<file path="src/inc/ifr_pkg.sv">
package ifr_pkg;

	////////////////////////////////////////////////////////////////////////
	// Sizes
	localparam int unsigned NUM_IN     = 4;
	localparam int unsigned NUM_OUT    = 2;
	localparam int unsigned IN_CODE_W  = 6;
	localparam int unsigned OUT_CODE_W = 7;
	localparam int unsigned NUM_FUNC   = 64;
	localparam int unsigned SYNC_DEPTH = 3;

	////////////////////////////////////////////////////////////////////////
	// Input function codes
	localparam logic [5:0] IN_UNUSED        = 6'h00;
	localparam logic [5:0] IN_RUN_POS       = 6'h01;
	localparam logic [5:0] IN_RUN_NEG       = 6'h02;
	localparam logic [5:0] IN_HOME_RETURN   = 6'h03;
	localparam logic [5:0] IN_POS_START     = 6'h04;
	localparam logic [5:0] IN_SEQ_LAUNCH    = 6'h05;
	localparam logic [5:0] IN_INCH_POS      = 6'h06;
	localparam logic [5:0] IN_INCH_NEG      = 6'h07;
	localparam logic [5:0] IN_DPS_BASE      = 6'h08;
	localparam logic [5:0] IN_BRAKE_FREE    = 6'h10;
	localparam logic [5:0] IN_EXCIT_OFF     = 6'h11;
	localparam logic [5:0] IN_STOP          = 6'h12;
	localparam logic [5:0] IN_FAULT_CLEAR   = 6'h18;
	localparam logic [5:0] IN_POS_PRESET    = 6'h19;
	localparam logic [5:0] IN_TOOL_RELEASE  = 6'h1B;
	localparam logic [5:0] IN_GEN_BASE      = 6'h20;
	localparam logic [5:0] IN_DATA_BASE     = 6'h30;
	localparam logic [5:0] IN_LIMIT_POS     = 6'h3C;
	localparam logic [5:0] IN_LIMIT_NEG     = 6'h3D;
	localparam logic [5:0] IN_HOME_SENSOR   = 6'h3E;
	localparam logic [5:0] IN_SLIT_SENSOR   = 6'h3F;

	// Codes that select a function; brake release is left out on purpose
	localparam logic [63:0] IN_VALID_MASK   = 64'hF03F_FFFF_0B06_3FFE;

	////////////////////////////////////////////////////////////////////////
	// Output function codes
	localparam logic [6:0] OUT_UNUSED       = 7'h00;
	localparam logic [6:0] OUT_ECHO_LAST    = 7'h3F;
	localparam logic [6:0] OUT_FAULT        = 7'h41;
	localparam logic [6:0] OUT_WARNING      = 7'h42;
	localparam logic [6:0] OUT_READY        = 7'h43;
	localparam logic [6:0] OUT_MOVING       = 7'h44;
	localparam logic [6:0] OUT_AT_HOME      = 7'h46;
	localparam logic [6:0] OUT_TIMING       = 7'h48;
	localparam logic [6:0] OUT_AREA1        = 7'h49;
	localparam logic [6:0] OUT_AREA2        = 7'h4A;
	localparam logic [63:0] OUT_ECHO_MASK   = 64'hF03F_FFFF_0007_3FFE;

	////////////////////////////////////////////////////////////////////////
	// Reset values
	localparam logic [5:0] RST_IN_CODE_A    = IN_LIMIT_POS;
	localparam logic [5:0] RST_IN_CODE_B    = IN_LIMIT_NEG;
	localparam logic [5:0] RST_IN_CODE_C    = IN_HOME_SENSOR;
	localparam logic [5:0] RST_IN_CODE_D    = IN_STOP;
	localparam logic [6:0] RST_OUT_CODE_A   = OUT_FAULT;
	localparam logic [6:0] RST_OUT_CODE_B   = OUT_READY;
	localparam logic [3:0] RST_LEVEL_NC     = 4'h0;

endpackage : ifr_pkg

</file>
<file path="src/inc/ifr_if.sv">
`timescale 1ns/1ps
interface ifr_if;
	logic [3:0]  pin_raw;
	logic [3:0]  level_nc;
	logic [3:0]  active;
	logic [63:0] func;
	logic [7:0]  status;
	logic [13:0] out_codes;
	logic [1:0]  out_sel;

	modport core_side (
		output pin_raw,
		output level_nc,
		input  active,
		output func,
		output status,
		output out_codes,
		input  out_sel
	);
	modport cond_side (
		input  pin_raw,
		input  level_nc,
		output active
	);
	modport sel_side (
		input  func,
		input  status,
		input  out_codes,
		output out_sel
	);
endinterface : ifr_if

</file>
<file path="src/core/ifr_out_sel.sv">
`timescale 1ns/1ps
module ifr_out_sel (
	// Selection link
	ifr_if.sel_side lnk
);

	////////////////////////////////////////////////////////////////////////
	genvar gi;
	generate
		for (gi = 0; gi < 2; gi++) begin : g_out
			logic [6:0] code;
			always_comb begin
				code = lnk.out_codes[gi*7 +: 7];
				lnk.out_sel[gi] = 1'b0;
				if (code <= ifr_pkg::OUT_ECHO_LAST) begin
					if (ifr_pkg::OUT_ECHO_MASK[code[5:0]]) begin
						lnk.out_sel[gi] = lnk.func[code[5:0]];
					end
				end else begin
					case (code)
						// Fault line is normally closed: on while healthy
						ifr_pkg::OUT_FAULT:   lnk.out_sel[gi] = ~lnk.status[0];
						ifr_pkg::OUT_WARNING: lnk.out_sel[gi] = lnk.status[1];
						ifr_pkg::OUT_READY:   lnk.out_sel[gi] = lnk.status[2];
						ifr_pkg::OUT_MOVING:  lnk.out_sel[gi] = lnk.status[3];
						ifr_pkg::OUT_AT_HOME: lnk.out_sel[gi] = lnk.status[4];
						ifr_pkg::OUT_TIMING:  lnk.out_sel[gi] = lnk.status[5];
						ifr_pkg::OUT_AREA1:   lnk.out_sel[gi] = lnk.status[6];
						ifr_pkg::OUT_AREA2:   lnk.out_sel[gi] = lnk.status[7];
						default:              lnk.out_sel[gi] = 1'b0;
					endcase
				end
			end
		end
	endgenerate

endmodule : ifr_out_sel

</file>
<file path="src/core/ifr_pin_cond.sv">
`timescale 1ns/1ps
module ifr_pin_cond (
	// Clock and reset
	input  wire logic ref_clk,
	input  wire logic rst,
	// Terminal link
	ifr_if.cond_side  lnk
);

	logic [3:0] sync1_r;
	logic [3:0] sync2_r;
	logic [3:0] sync3_r;
	logic [3:0] state_r;

	////////////////////////////////////////////////////////////////////////
	genvar gi;
	generate
		for (gi = 0; gi < 4; gi++) begin : g_term
			always_ff @(posedge ref_clk or posedge rst) begin
				if (rst) begin
					sync1_r[gi] <= 1'b0;
					sync2_r[gi] <= 1'b0;
					sync3_r[gi] <= 1'b0;
					state_r[gi] <= 1'b0;
				end else begin
					sync1_r[gi] <= lnk.pin_raw[gi];
					sync2_r[gi] <= sync1_r[gi];
					sync3_r[gi] <= sync2_r[gi];
					// Accept a change only once two stages agree
					if (sync2_r[gi] == sync3_r[gi]) begin
						state_r[gi] <= sync3_r[gi];
					end
				end
			end
			// Normally closed inverts the sense
			assign lnk.active[gi] = state_r[gi] ^ lnk.level_nc[gi];
		end
	endgenerate

endmodule : ifr_pin_cond

</file>
<file path="src/core/ifr_top.sv">
// How it works
// - Four input terminals, each with own code.
// - Reset codes: limits, home sensor, stop.
// - Code zero leaves a terminal unused.
// - Codes one to seven request motion types.
// - Code seventeen drives excitation off request.
// - Code eighteen drives the stop function.
// - Code twenty-four drives fault clear.
// - Code twenty-seven drives tool limit release.
// - Codes 32 to 47 drive general bits.
// - Codes 48 to 53 form data number.
// - Outputs reset to fault and ready status.
// - Network bits reach the same functions.
// - Per-terminal level: open or closed sense.
// - Shared codes combine by logical OR; tool release ANDs terminal and network claims.
`timescale 1ns/1ps
module ifr_top (
	// Clock and reset
	input  wire logic        ref_clk,
	input  wire logic        rst,
	// Terminal pins
	input  wire logic        input_terminal_a,
	input  wire logic        input_terminal_b,
	input  wire logic        input_terminal_c,
	input  wire logic        input_terminal_d,
	output logic             output_terminal_a,
	output logic             output_terminal_b,
	// Input code configuration
	input  wire logic        in_code_wr,
	input  wire logic [1:0]  in_code_idx,
	input  wire logic [5:0]  in_code_val,
	// Logic level configuration
	input  wire logic        level_wr,
	input  wire logic [3:0]  level_val,
	// Output code configuration
	input  wire logic        out_code_wr,
	input  wire logic        out_code_idx,
	input  wire logic [6:0]  out_code_val,
	// Network inputs
	input  wire logic [63:0] net_func,
	input  wire logic        net_tool_release_assigned,
	// Drive status
	input  wire logic        status_fault,
	input  wire logic        status_warning,
	input  wire logic        status_ready,
	input  wire logic        status_moving,
	input  wire logic        status_at_home,
	input  wire logic        status_timing,
	input  wire logic        status_area1,
	input  wire logic        status_area2,
	// Configuration readback
	output logic [23:0]      in_codes,
	output logic [3:0]       level_nc,
	output logic [13:0]      out_codes,
	// Motion functions
	output logic             run_positive,
	output logic             run_negative,
	output logic             home_return,
	output logic             position_start,
	output logic             sequence_launch,
	output logic             inch_positive,
	output logic             inch_negative,
	output logic [5:0]       direct_position_select,
	// Control functions
	output logic             excitation_off_request,
	output logic             motion_stop,
	output logic             fault_clear,
	output logic             position_preset,
	output logic             tool_limit_release,
	// Data and general bits
	output logic [15:0]      general_bits,
	output logic [5:0]       data_number,
	// Sensors
	output logic             positive_limit_sensor,
	output logic             negative_limit_sensor,
	output logic             home_position_sensor,
	output logic             slit_sensor
);

	////////////////////////////////////////////////////////////////////////
	// Storage

	// Configuration
	logic [5:0]  in_code_r [4];
	logic [6:0]  out_code_r [2];
	logic [3:0]  level_nc_r;
	logic [5:0]  eff_code [4];

	// Function state
	logic [63:0] func_r;
	logic [63:0] func_nxt;
	logic [63:0] term_hit;

	// Tool release
	logic        tool_term_assigned;
	logic        tool_term_hit;
	logic        tool_term_ok;
	logic        tool_net_ok;
	logic        tool_nxt;
	logic        tool_r;

	// Output stage
	logic [1:0]  out_r;

	ifr_if lnk ();

	////////////////////////////////////////////////////////////////////////
	// Sub-blocks

	ifr_pin_cond u_cond (
		.ref_clk (ref_clk),
		.rst     (rst),
		.lnk     (lnk.cond_side)
	);

	ifr_out_sel u_sel (
		.lnk (lnk.sel_side)
	);

	// Terminal a sits at bit 0
	assign lnk.pin_raw  = {input_terminal_d, input_terminal_c,
	                       input_terminal_b, input_terminal_a};
	assign lnk.level_nc = level_nc_r;
	assign lnk.func     = func_r;
	assign lnk.status   = {status_area2, status_area1, status_timing, status_at_home,
	                       status_moving, status_ready, status_warning, status_fault};
	assign lnk.out_codes = {out_code_r[1], out_code_r[0]};

	////////////////////////////////////////////////////////////////////////
	// Input code registers

	// Any stored code is kept for readback; decode filters it later
	always_ff @(posedge ref_clk or posedge rst) begin
		if (rst) begin
			in_code_r[0] <= ifr_pkg::RST_IN_CODE_A;
			in_code_r[1] <= ifr_pkg::RST_IN_CODE_B;
			in_code_r[2] <= ifr_pkg::RST_IN_CODE_C;
			in_code_r[3] <= ifr_pkg::RST_IN_CODE_D;
		end else if (in_code_wr) begin
			in_code_r[in_code_idx] <= in_code_val;
		end
	end

	////////////////////////////////////////////////////////////////////////
	// Logic level register

	// Applied after the filter, so a sense change needs no resync
	always_ff @(posedge ref_clk or posedge rst) begin
		if (rst) begin
			level_nc_r <= ifr_pkg::RST_LEVEL_NC;
		end else if (level_wr) begin
			level_nc_r <= level_val;
		end
	end

	////////////////////////////////////////////////////////////////////////
	// Output code registers

	always_ff @(posedge ref_clk or posedge rst) begin
		if (rst) begin
			out_code_r[0] <= ifr_pkg::RST_OUT_CODE_A;
			out_code_r[1] <= ifr_pkg::RST_OUT_CODE_B;
		end else if (out_code_wr) begin
			out_code_r[out_code_idx] <= out_code_val;
		end
	end

	////////////////////////////////////////////////////////////////////////
	// Effective codes

	// Unknown and brake release codes fold to unused, so a stray write
	// cannot raise a function that this drive does not have
	genvar gt;
	generate
		for (gt = 0; gt < 4; gt++) begin : g_eff
			assign eff_code[gt] = ifr_pkg::IN_VALID_MASK[in_code_r[gt]] ?
			                      in_code_r[gt] : ifr_pkg::IN_UNUSED;
		end
	endgenerate

	////////////////////////////////////////////////////////////////////////
	// Function decode

	genvar gf;
	generate
		for (gf = 0; gf < 64; gf++) begin : g_func
			always_comb begin
				term_hit[gf] = 1'b0;
				for (int t = 0; t < 4; t++) begin
					// Any active terminal with this code raises it
					if (eff_code[t] == 6'(gf) && lnk.active[t]) begin
						term_hit[gf] = 1'b1;
					end
				end
			end
			// Code zero never drives anything
			if (gf == 0) begin : g_none
				assign func_nxt[gf] = 1'b0;
			end else if (ifr_pkg::IN_VALID_MASK[gf]) begin : g_used
				// Network bits merge with terminals
				assign func_nxt[gf] = term_hit[gf] | net_func[gf];
			end else begin : g_idle
				assign func_nxt[gf] = 1'b0;
			end
		end
	endgenerate

	////////////////////////////////////////////////////////////////////////
	// Tool limit release

	// Release stays on unless a source claims it; claimed by both means
	// both must agree
	always_comb begin
		tool_term_assigned = 1'b0;
		tool_term_hit      = 1'b0;
		for (int t = 0; t < 4; t++) begin
			if (eff_code[t] == ifr_pkg::IN_TOOL_RELEASE) begin
				tool_term_assigned = 1'b1;
				if (lnk.active[t]) begin
					tool_term_hit = 1'b1;
				end
			end
		end
		tool_term_ok = tool_term_assigned ? tool_term_hit : 1'b1;
		tool_net_ok  = net_tool_release_assigned ?
		               net_func[ifr_pkg::IN_TOOL_RELEASE] : 1'b1;
		tool_nxt     = tool_term_ok & tool_net_ok;
	end

	////////////////////////////////////////////////////////////////////////
	// Function registers

	// One edge of latency for every source keeps all bits aligned
	always_ff @(posedge ref_clk or posedge rst) begin
		if (rst) begin
			func_r <= 64'h0000_0000_0000_0000;
		end else begin
			func_r <= func_nxt;
		end
	end

	always_ff @(posedge ref_clk or posedge rst) begin
		if (rst) begin
			tool_r <= 1'b0;
		end else begin
			tool_r <= tool_nxt;
		end
	end

	////////////////////////////////////////////////////////////////////////
	// Output terminals

	// Registered so a code rewrite cannot glitch the terminals
	always_ff @(posedge ref_clk or posedge rst) begin
		if (rst) begin
			out_r <= 2'h0;
		end else begin
			out_r <= lnk.out_sel;
		end
	end

	assign output_terminal_a = out_r[0];
	assign output_terminal_b = out_r[1];

	////////////////////////////////////////////////////////////////////////
	// Readback

	// Mirrors stored values so a write can be confirmed
	assign in_codes  = {in_code_r[3], in_code_r[2], in_code_r[1], in_code_r[0]};
	assign level_nc  = level_nc_r;
	assign out_codes = {out_code_r[1], out_code_r[0]};

	////////////////////////////////////////////////////////////////////////
	// Function outputs

	// Motion
	assign run_positive           = func_r[ifr_pkg::IN_RUN_POS];
	assign run_negative           = func_r[ifr_pkg::IN_RUN_NEG];
	assign home_return            = func_r[ifr_pkg::IN_HOME_RETURN];
	assign position_start         = func_r[ifr_pkg::IN_POS_START];
	assign sequence_launch        = func_r[ifr_pkg::IN_SEQ_LAUNCH];
	assign inch_positive          = func_r[ifr_pkg::IN_INCH_POS];
	assign inch_negative          = func_r[ifr_pkg::IN_INCH_NEG];
	assign direct_position_select = func_r[ifr_pkg::IN_DPS_BASE +: 6];

	// Control
	assign excitation_off_request = func_r[ifr_pkg::IN_EXCIT_OFF];
	assign motion_stop            = func_r[ifr_pkg::IN_STOP];
	assign fault_clear            = func_r[ifr_pkg::IN_FAULT_CLEAR];
	assign position_preset        = func_r[ifr_pkg::IN_POS_PRESET];
	assign tool_limit_release     = tool_r;

	// Data and general bits
	assign general_bits           = func_r[ifr_pkg::IN_GEN_BASE +: 16];
	assign data_number            = func_r[ifr_pkg::IN_DATA_BASE +: 6];

	// Sensors
	assign positive_limit_sensor  = func_r[ifr_pkg::IN_LIMIT_POS];
	assign negative_limit_sensor  = func_r[ifr_pkg::IN_LIMIT_NEG];
	assign home_position_sensor   = func_r[ifr_pkg::IN_HOME_SENSOR];
	assign slit_sensor            = func_r[ifr_pkg::IN_SLIT_SENSOR];

endmodule : ifr_top

</file>
<file path="config.mk">
export PLATFORM = sky130hd
export DESIGN_NAME = ifr_top
export DESIGN_NICKNAME = d
export VERILOG_FILES = /design/src/inc/ifr_pkg.sv /design/src/inc/ifr_if.sv /design/src/core/ifr_out_sel.sv /design/src/core/ifr_pin_cond.sv /design/src/core/ifr_top.sv
export SDC_FILE = /design/constraint.sdc
export NUM_CORES = 1
export LEC_CHECK = 0
export BUFFER_PORTS_ARGS = -buffer_cell sky130_fd_sc_hd__buf_2
export CORE_ASPECT_RATIO = 1.2
export CORE_UTILIZATION = 58
export DETAILED_ROUTE_END_ITERATION = 6
export PLACE_DENSITY = 0.87
export SYNTH_ARGS = -nofsm -noshare
export SYNTH_HDL_FRONTEND = slang
export SYNTH_SLANG_ARGS = --single-unit
</file>
<file path="constraint.sdc">
create_clock -name ref_clk -period 4.7 [get_ports ref_clk]
set_clock_uncertainty 0.15 [all_clocks]
set_input_delay 0 -clock ref_clk [delete_from_list [all_inputs] [get_ports ref_clk]]
set_output_delay 0 -clock ref_clk [all_outputs]
set_load 0.005 [all_outputs]
</file>
==> qor.txt, run 1 <==
Num CTS Buffers = 9
die height = 122 microns
Initial Util = 0.597
Residual DRC = 2
Routability Congestion = 1.05
global-route usage over all layers = 0.472
io pins = 190
post-synthesis sequential area ratio = 0.379
initial antenna violation count = 2
Fmax = 291 MHz
vias in the first global route = 7365
crit path cell chain = inv_1, ha_1, or2_2, a31o_2, o2111ai_1, nor4_1, or4_1
Critical Setup Path Class = reg -> reg
die area = 12400 sq um
final setup vio count = 0
Post-synth EDFFs = 0
Netlist cell types = 75
post-DR wirelength/cell = 26.9 microns
final hold slack = 0.00694 ns
GRT overflow = 0
final WL = 28400 microns
syn nets = 807
pin count of the biggest net entering global routing = 59
worst slew pin tran = 1.13 ns
setup TNS = 0 ns
Hold Path Class = in -> reg
Critical-path top delay cell = o2111ai_1
Core ar. = 11600 sq um
Vias/cell = 7.12
register bit total from synthesis = 104
met2 Use GR = 0.753
Ys Warns = 0
gr busiest metal = met2
n_diodes = 0
outcome = finished with violations
FFs w/ async S/R, synth = 1.00
first-pass GRT wire length = 42300 microns
minimum clock period = 3.44 ns
Die W = 102 microns
DR vias = 7508
WP data required = 4.77 ns
CTS tree = yes
top post-synthesis cells by area = dfrtp_1 (30%), dfstp_2 (7.9%), mux2_2 (6.8%), mux4_2 (5.2%), buf_4 (3.0%)
Relative slew margins = 0.243
area leader, netlist = dfrtp_1
Layout area overhead = 25.7%
Placed Area = 7670 sq um
DR pass1 iterations = 7
maximum vdd ir drop = 0.000233 V
max-slew violation count = 0
final HPWL from detailed placement = 20500 microns
RSZ-0062 raised after global routing = no
CP Capture Type = flip-flop
I/O Buffers = 169
Final Hold Vio Count = 0
Reg clk slew, reported paths = 0.08 ns
clk buf depth = 2
grt met3 use = 0.139
count leader, synth = dfrtp_1
H-tree levels = 3
Worst EP arrival = 3.51 ns
layout cells sized above 1 = 0.320
number of fill cells = 759
Synth Cell Area = 6940 sq um
CTS root buf = clkbuf_16
crit start category = flip-flop
Syn Inst Count = 697
top cell type's share of synthesized area = 0.299
Final period util = 0.732
max incr delay on CP = 0.84 ns
met1 usage = 0.547
Pleak = 3.61 nW
commonest cells in the synthesized netlist = dfrtp_1 (83), nand2_1 (50), mux2_2 (42), nand3_1 (34), nor2_1 (33)
critical path peak fanout = 12
CTS sink count = 104
max cap viols = 0
net count of the finished layout = 1003
cts repair resizes = 0
DRT iter0 DRCs = 953
Top FF cell, synth = dfrtp_1
Finished Cell Area = 8730 sq um
Synth Area per Inst = 9.96 sq um
failing checks = design-rule violations
power per cell area = 367 nW/um^2
# rows = 43
clock latency on the worst-skew pair = 0.36 ns
DRT antenna net count = 0
-- timing repair --
action / 4_1_cts / 5_1_grt
buffers inserted: 0 / 0
hold buffers: 76 / 0
hold endpoints to repair: 135 / 0
-- stage by stage --
stage / utilization / total power [mW] / setup slack [ns] / std cells
finish: 0.751 / 3.20 / 1.26 / 1055
global placement: 0.660 / 2.29 / 1.55 / 963
global route: 0.751 / 3.32 / 1.31 / 1055
detailed placement: 0.660 / 2.32 / 1.54 / 963
CTS: 0.751 / 3.13 / 1.51 / 1055
floorplan: - / 1.92 / 1.85 / 697
-- report_power, final --
| group | total [mW] | internal (mW) | switching, mW | leakage [nW] |
|---|---|---|---|---|
| registers | 1.28 | 1.03 | 0.251 | 1.19 |
| clock network | 0.760 | 0.399 | 0.361 | 0.149 |
| logic | 1.16 | 0.483 | 0.678 | 2.27 |
| total | 3.20 | 1.91 | 1.29 | 3.61 |
-- layout make-up --
| class | count | area (sq um) | share of cell area |
|---|---|---|---|
| multi-input combinational | 504 | 3860 | 0.442 |
| inverter | 22 | 85.1 | 0.00975 |
| sequential | 104 | 2630 | 0.301 |
| clock buffer | 11 | 253 | 0.0290 |
| clock inverter | 5 | 46.3 | 0.00530 |
| timing repair buffer | 252 | 1660 | 0.190 |
| tap | 157 | 196 | 0.0225 |
-- worst paths after layout --
| check | from | to | slack (ns) | cells past startpoint |
|---|---|---|---|---|
| max in group asynchronous | rst | func_r[53]$_DFF_PP0_ | 3.19 | 4 |
| min in group asynchronous | rst | func_r[48]$_DFF_PP0_ | 0.11 | 3 |
| setup / recovery | in_codes[1]$_DFFE_PP0P_ | func_r[3]$_DFF_PP0_ | 1.26 | 7 |
| setup reg to reg | in_codes[1]$_DFFE_PP0P_ | func_r[3]$_DFF_PP0_ | 1.26 | 7 |
| hold / removal | out_code_idx | out_codes[2]$_DFFE_PP0P_ | 0.007 | 3 |
| hold reg to reg | u_cond.sync1_r[1]$_DFF_PP0_ | u_cond.sync2_r[1]$_DFF_PP0_ | 0.21 | 0 |
-- flip-flops by register name, summed over array words and instances, names as in the netlist --
signal              count
u_cond.sync2_r          4
u_cond.sync3_r          4
u_cond.state_r          4
u_cond.sync1_r          4
tool_limit_release      1
func_r                 43
out_r                   2
level_nc                4
out_codes              14
in_codes               24
-- worst max-delay path: cells and delay by family, from the launching register on --
kind	cells	cell delay, ns
compound gates	2	1.10
flops	1	0.58
fa+ha+maj	1	0.32
buf+inv	1	0.17
simple gates	3	0.99
-- kinds of logic (layout without fill, tap and decap cells) --
group,count (synthesis),count (layout),share of synthesized area
buffers and inverters,89,290,0.0669
xor gates and xnor gates,7,7,0.00883
muxes,67,67,0.133
and+or+nand+nor,240,240,0.184
adders and majority gates,12,12,0.0202
AOI/OAI and AO/OA,178,178,0.209
DFF,104,104,0.379
-- metal layers --
metal | part of all wire | vias up
met2 | 0.46 | 722
li1 | - | 3078
met1 | 0.34 | 3536
met3 | 0.11 | 172
met4 | 0.082 | 0
met5 | 0 | -
-- layout by cell type, fill, tap and decap left out, types with 5 or more instances in the layout --
cell type,instances
o311ai_0,5
clkbuf_16,9
buf_2,169
buf_4,7
mux4_2,16
inv_1,21
a211oi_1,8
a221oi_1,23
mux2i_1,9
nand3b_1,8
a31oi_1,11
and2_1,8
a211o_1,6
dfrtp_1,83
nand4_1,9
a21oi_1,20
a221o_1,15
o211ai_1,11
nand2b_1,21
o21ai_0,14
nor4_1,7
a32oi_1,9
dfstp_2,21
dlygate4sd3_1,76
nand2_1,50
mux2_2,42
or4_1,6
nor2b_1,17
nor2_1,33
ha_1,8
and3_1,6
nor3_1,20
o221ai_1,8
nand3_1,34
Note: power is estimated with default switching activity, not from simulation.
==> run 2: changes to the inputs <==
--- a/config.mk
+++ b/config.mk
@@ -7,9 +7,9 @@
 export LEC_CHECK = 0
 export BUFFER_PORTS_ARGS = -buffer_cell sky130_fd_sc_hd__buf_2
 export CORE_ASPECT_RATIO = 1.2
-export CORE_UTILIZATION = 58
+export CORE_UTILIZATION = 48
 export DETAILED_ROUTE_END_ITERATION = 6
-export PLACE_DENSITY = 0.87
+export PLACE_DENSITY = 0.77
 export SYNTH_ARGS = -nofsm -noshare
 export SYNTH_HDL_FRONTEND = slang
 export SYNTH_SLANG_ARGS = --single-unit
==> constraint.sdc (replaced) <==
create_clock -name ref_clk -period 3.07 [get_ports ref_clk]
set_clock_uncertainty 0.15 [all_clocks]
set_input_delay 0 -clock ref_clk [delete_from_list [all_inputs] [get_ports ref_clk]]
set_output_delay 0 -clock ref_clk [all_outputs]
set_load 0.005 [all_outputs]
==> qor.txt, run 2 (synthesis results as in run 1) <==
outcome = finished with violations
failing checks = design-rule violations
Relative slew margins = 0.256
power per cell area = 557 nW/um^2
GRT overflow = 0
die area = 15000 sq um
post-DR wirelength/cell = 25.9 microns
register area = 2630 sq um
Critical Setup Path Class = reg -> reg
final setup vio count = 0
max cap viols = 0
DRT antenna net count = 0
max reg flops = 43
Initial Util = 0.498
Fmax = 351 MHz
final HPWL from detailed placement = 21900 microns
net count of the finished layout = 1053
CTS root buf = clkbuf_16
layout cells sized above 1 = 0.353
Residual DRC = 14
reg2reg setup slack = 0.22 ns
critical path peak fanout = 12
largest reg by FF count = func_r
minimum clock period = 2.85 ns
Multi-input gate area = 3850 sq um
Worst Reg-to-Reg Cells = 8
number of fill cells = 1098
pin count of the biggest net entering global routing = 54
hold path startpoint = out_code_idx
Critical-path top delay cell = or4_1
Post-CTS Setup Bufs = 0
crit start category = flip-flop
Core ar. = 13900 sq um
Hold Buf Count CTS = 76
Pleak = 3.86 nW
CTS sink count = 104
setup TNS = 0 ns
Die W = 112 microns
Reg clk slew, reported paths = 0.08 ns
Placed Area = 8070 sq um
first-pass GRT wire length = 43700 microns
die height = 134 microns
DR vias = 7306
Worst Setup SP = in_codes[19]$_DFFE_PP1P_
Reg-to-Reg Start = in_codes[19]$_DFFE_PP1P_
clk buf depth = 2
global-route usage over all layers = 0.397
Final Hold Vio Count = 0
Setup crit end = func_r[7]$_DFF_PP0_
Finished Cell Area = 9130 sq um
RSZ-0062 raised after global routing = no
initial antenna violation count = 0
io pins = 190
CTS tree = yes
Num CTS Buffers = 9
crit path cell chain = inv_1, ha_1, or2_2, a31oi_1, buf_4, a2111o_1, o32ai_1, or4_1
Worst EP arrival = 2.91 ns
DR pass1 iterations = 7
worst slew pin tran = 1.11 ns
max incr delay on CP = 0.56 ns
Final Util = 0.655
maximum vdd ir drop = 0.000341 V
DRT iter0 DRCs = 718
total power = 5.08 mW
I/O Buffers = 169
Vias/cell = 6.53
vias in the first global route = 7375
Hold Path Class = in -> reg
final WL = 29000 microns
n_diodes = 0
Final period util = 0.929
commonest non-fill, non-tap cells in the layout = buf_2 (169), dfrtp_1 (83), dlygate4sd3_1 (76)
commonest non-fill, non-tap cell in the layout = buf_2
CP Capture Type = flip-flop
Routability Congestion = 1.03
# rows = 47
clock latency on the worst-skew pair = 0.36 ns
reg2reg end = func_r[7]$_DFF_PP0_
Layout area overhead = 31.5%
H-tree levels = 3
cts repair resizes = 0
WP data required = 3.13 ns
max-slew violation count = 0
-- run 2: cell types whose count changed in the layout (fill, tap and decap cells not counted), sizes merged --
cell / before / now
clkinv: 2 / 1
buf: 176 / 226
bufinv: 0 / 1
clkbuf: 11 / 9
clkinvlp: 0 / 1
-- run 2: area by class of cell --
cell class	instances	area share
clock buffer	9	0.0247
clock inverter	6	0.00850
inverter	22	0.00932
multi-input combinational	504	0.422
sequential	104	0.288
tap	171	0.0234
timing repair buffer	302	0.224
-- run 2: worst min-delay path by stage --
stage,end,cells past startpoint
after floorplan,u_cond.sync1_r[0]$_DFF_PP0_,0
after global placement,u_cond.sync1_r[3]$_DFF_PP0_,1
after detailed placement,u_cond.sync1_r[2]$_DFF_PP0_,1
after CTS,func_r[46]$_DFF_PP0_,4
after global routing,func_r[46]$_DFF_PP0_,4
final,out_codes[5]$_DFFE_PP0P_,3
-- run 2: per-layer routing --
metal	wire length, microns	GRT usage	up-vias
li1	-	-	3174
met1	11000	0.471	3545
met2	13700	0.656	467
met3	2080	0.0632	120
met4	2230	0.288	0
met5	0	0	-
-- run 2: per-stage QoR --
stage	cells	hold WS, ns	setup WS, ns
floorplan	697	-0.119	0.223
global placement	1027	-0.0419	0.303
detailed placement	1027	-0.0401	0.292
CTS	1118	0.0227	0.266
global route	1118	0.0332	0.156
finish	1118	0.0330	0.219
-- run 2: report_power, final --
part	internal, mW	switching, mW	total (mW)
sequential	1.58	0.276	1.85
clock	0.644	0.555	1.20
combinational	0.871	1.16	2.03
total	3.09	1.99	5.08
-- run 2: worst max-delay path, delay by kind of cell, from the launching register on --
kind | cells | cell delay (ns)
AND/OR/NAND/NOR | 2 | 0.87
AO/OA/AOI/OAI | 3 | 0.59
buffers and inverters | 2 | 0.28
flip-flops | 1 | 0.53
adder cells (fa/ha/maj) | 1 | 0.28
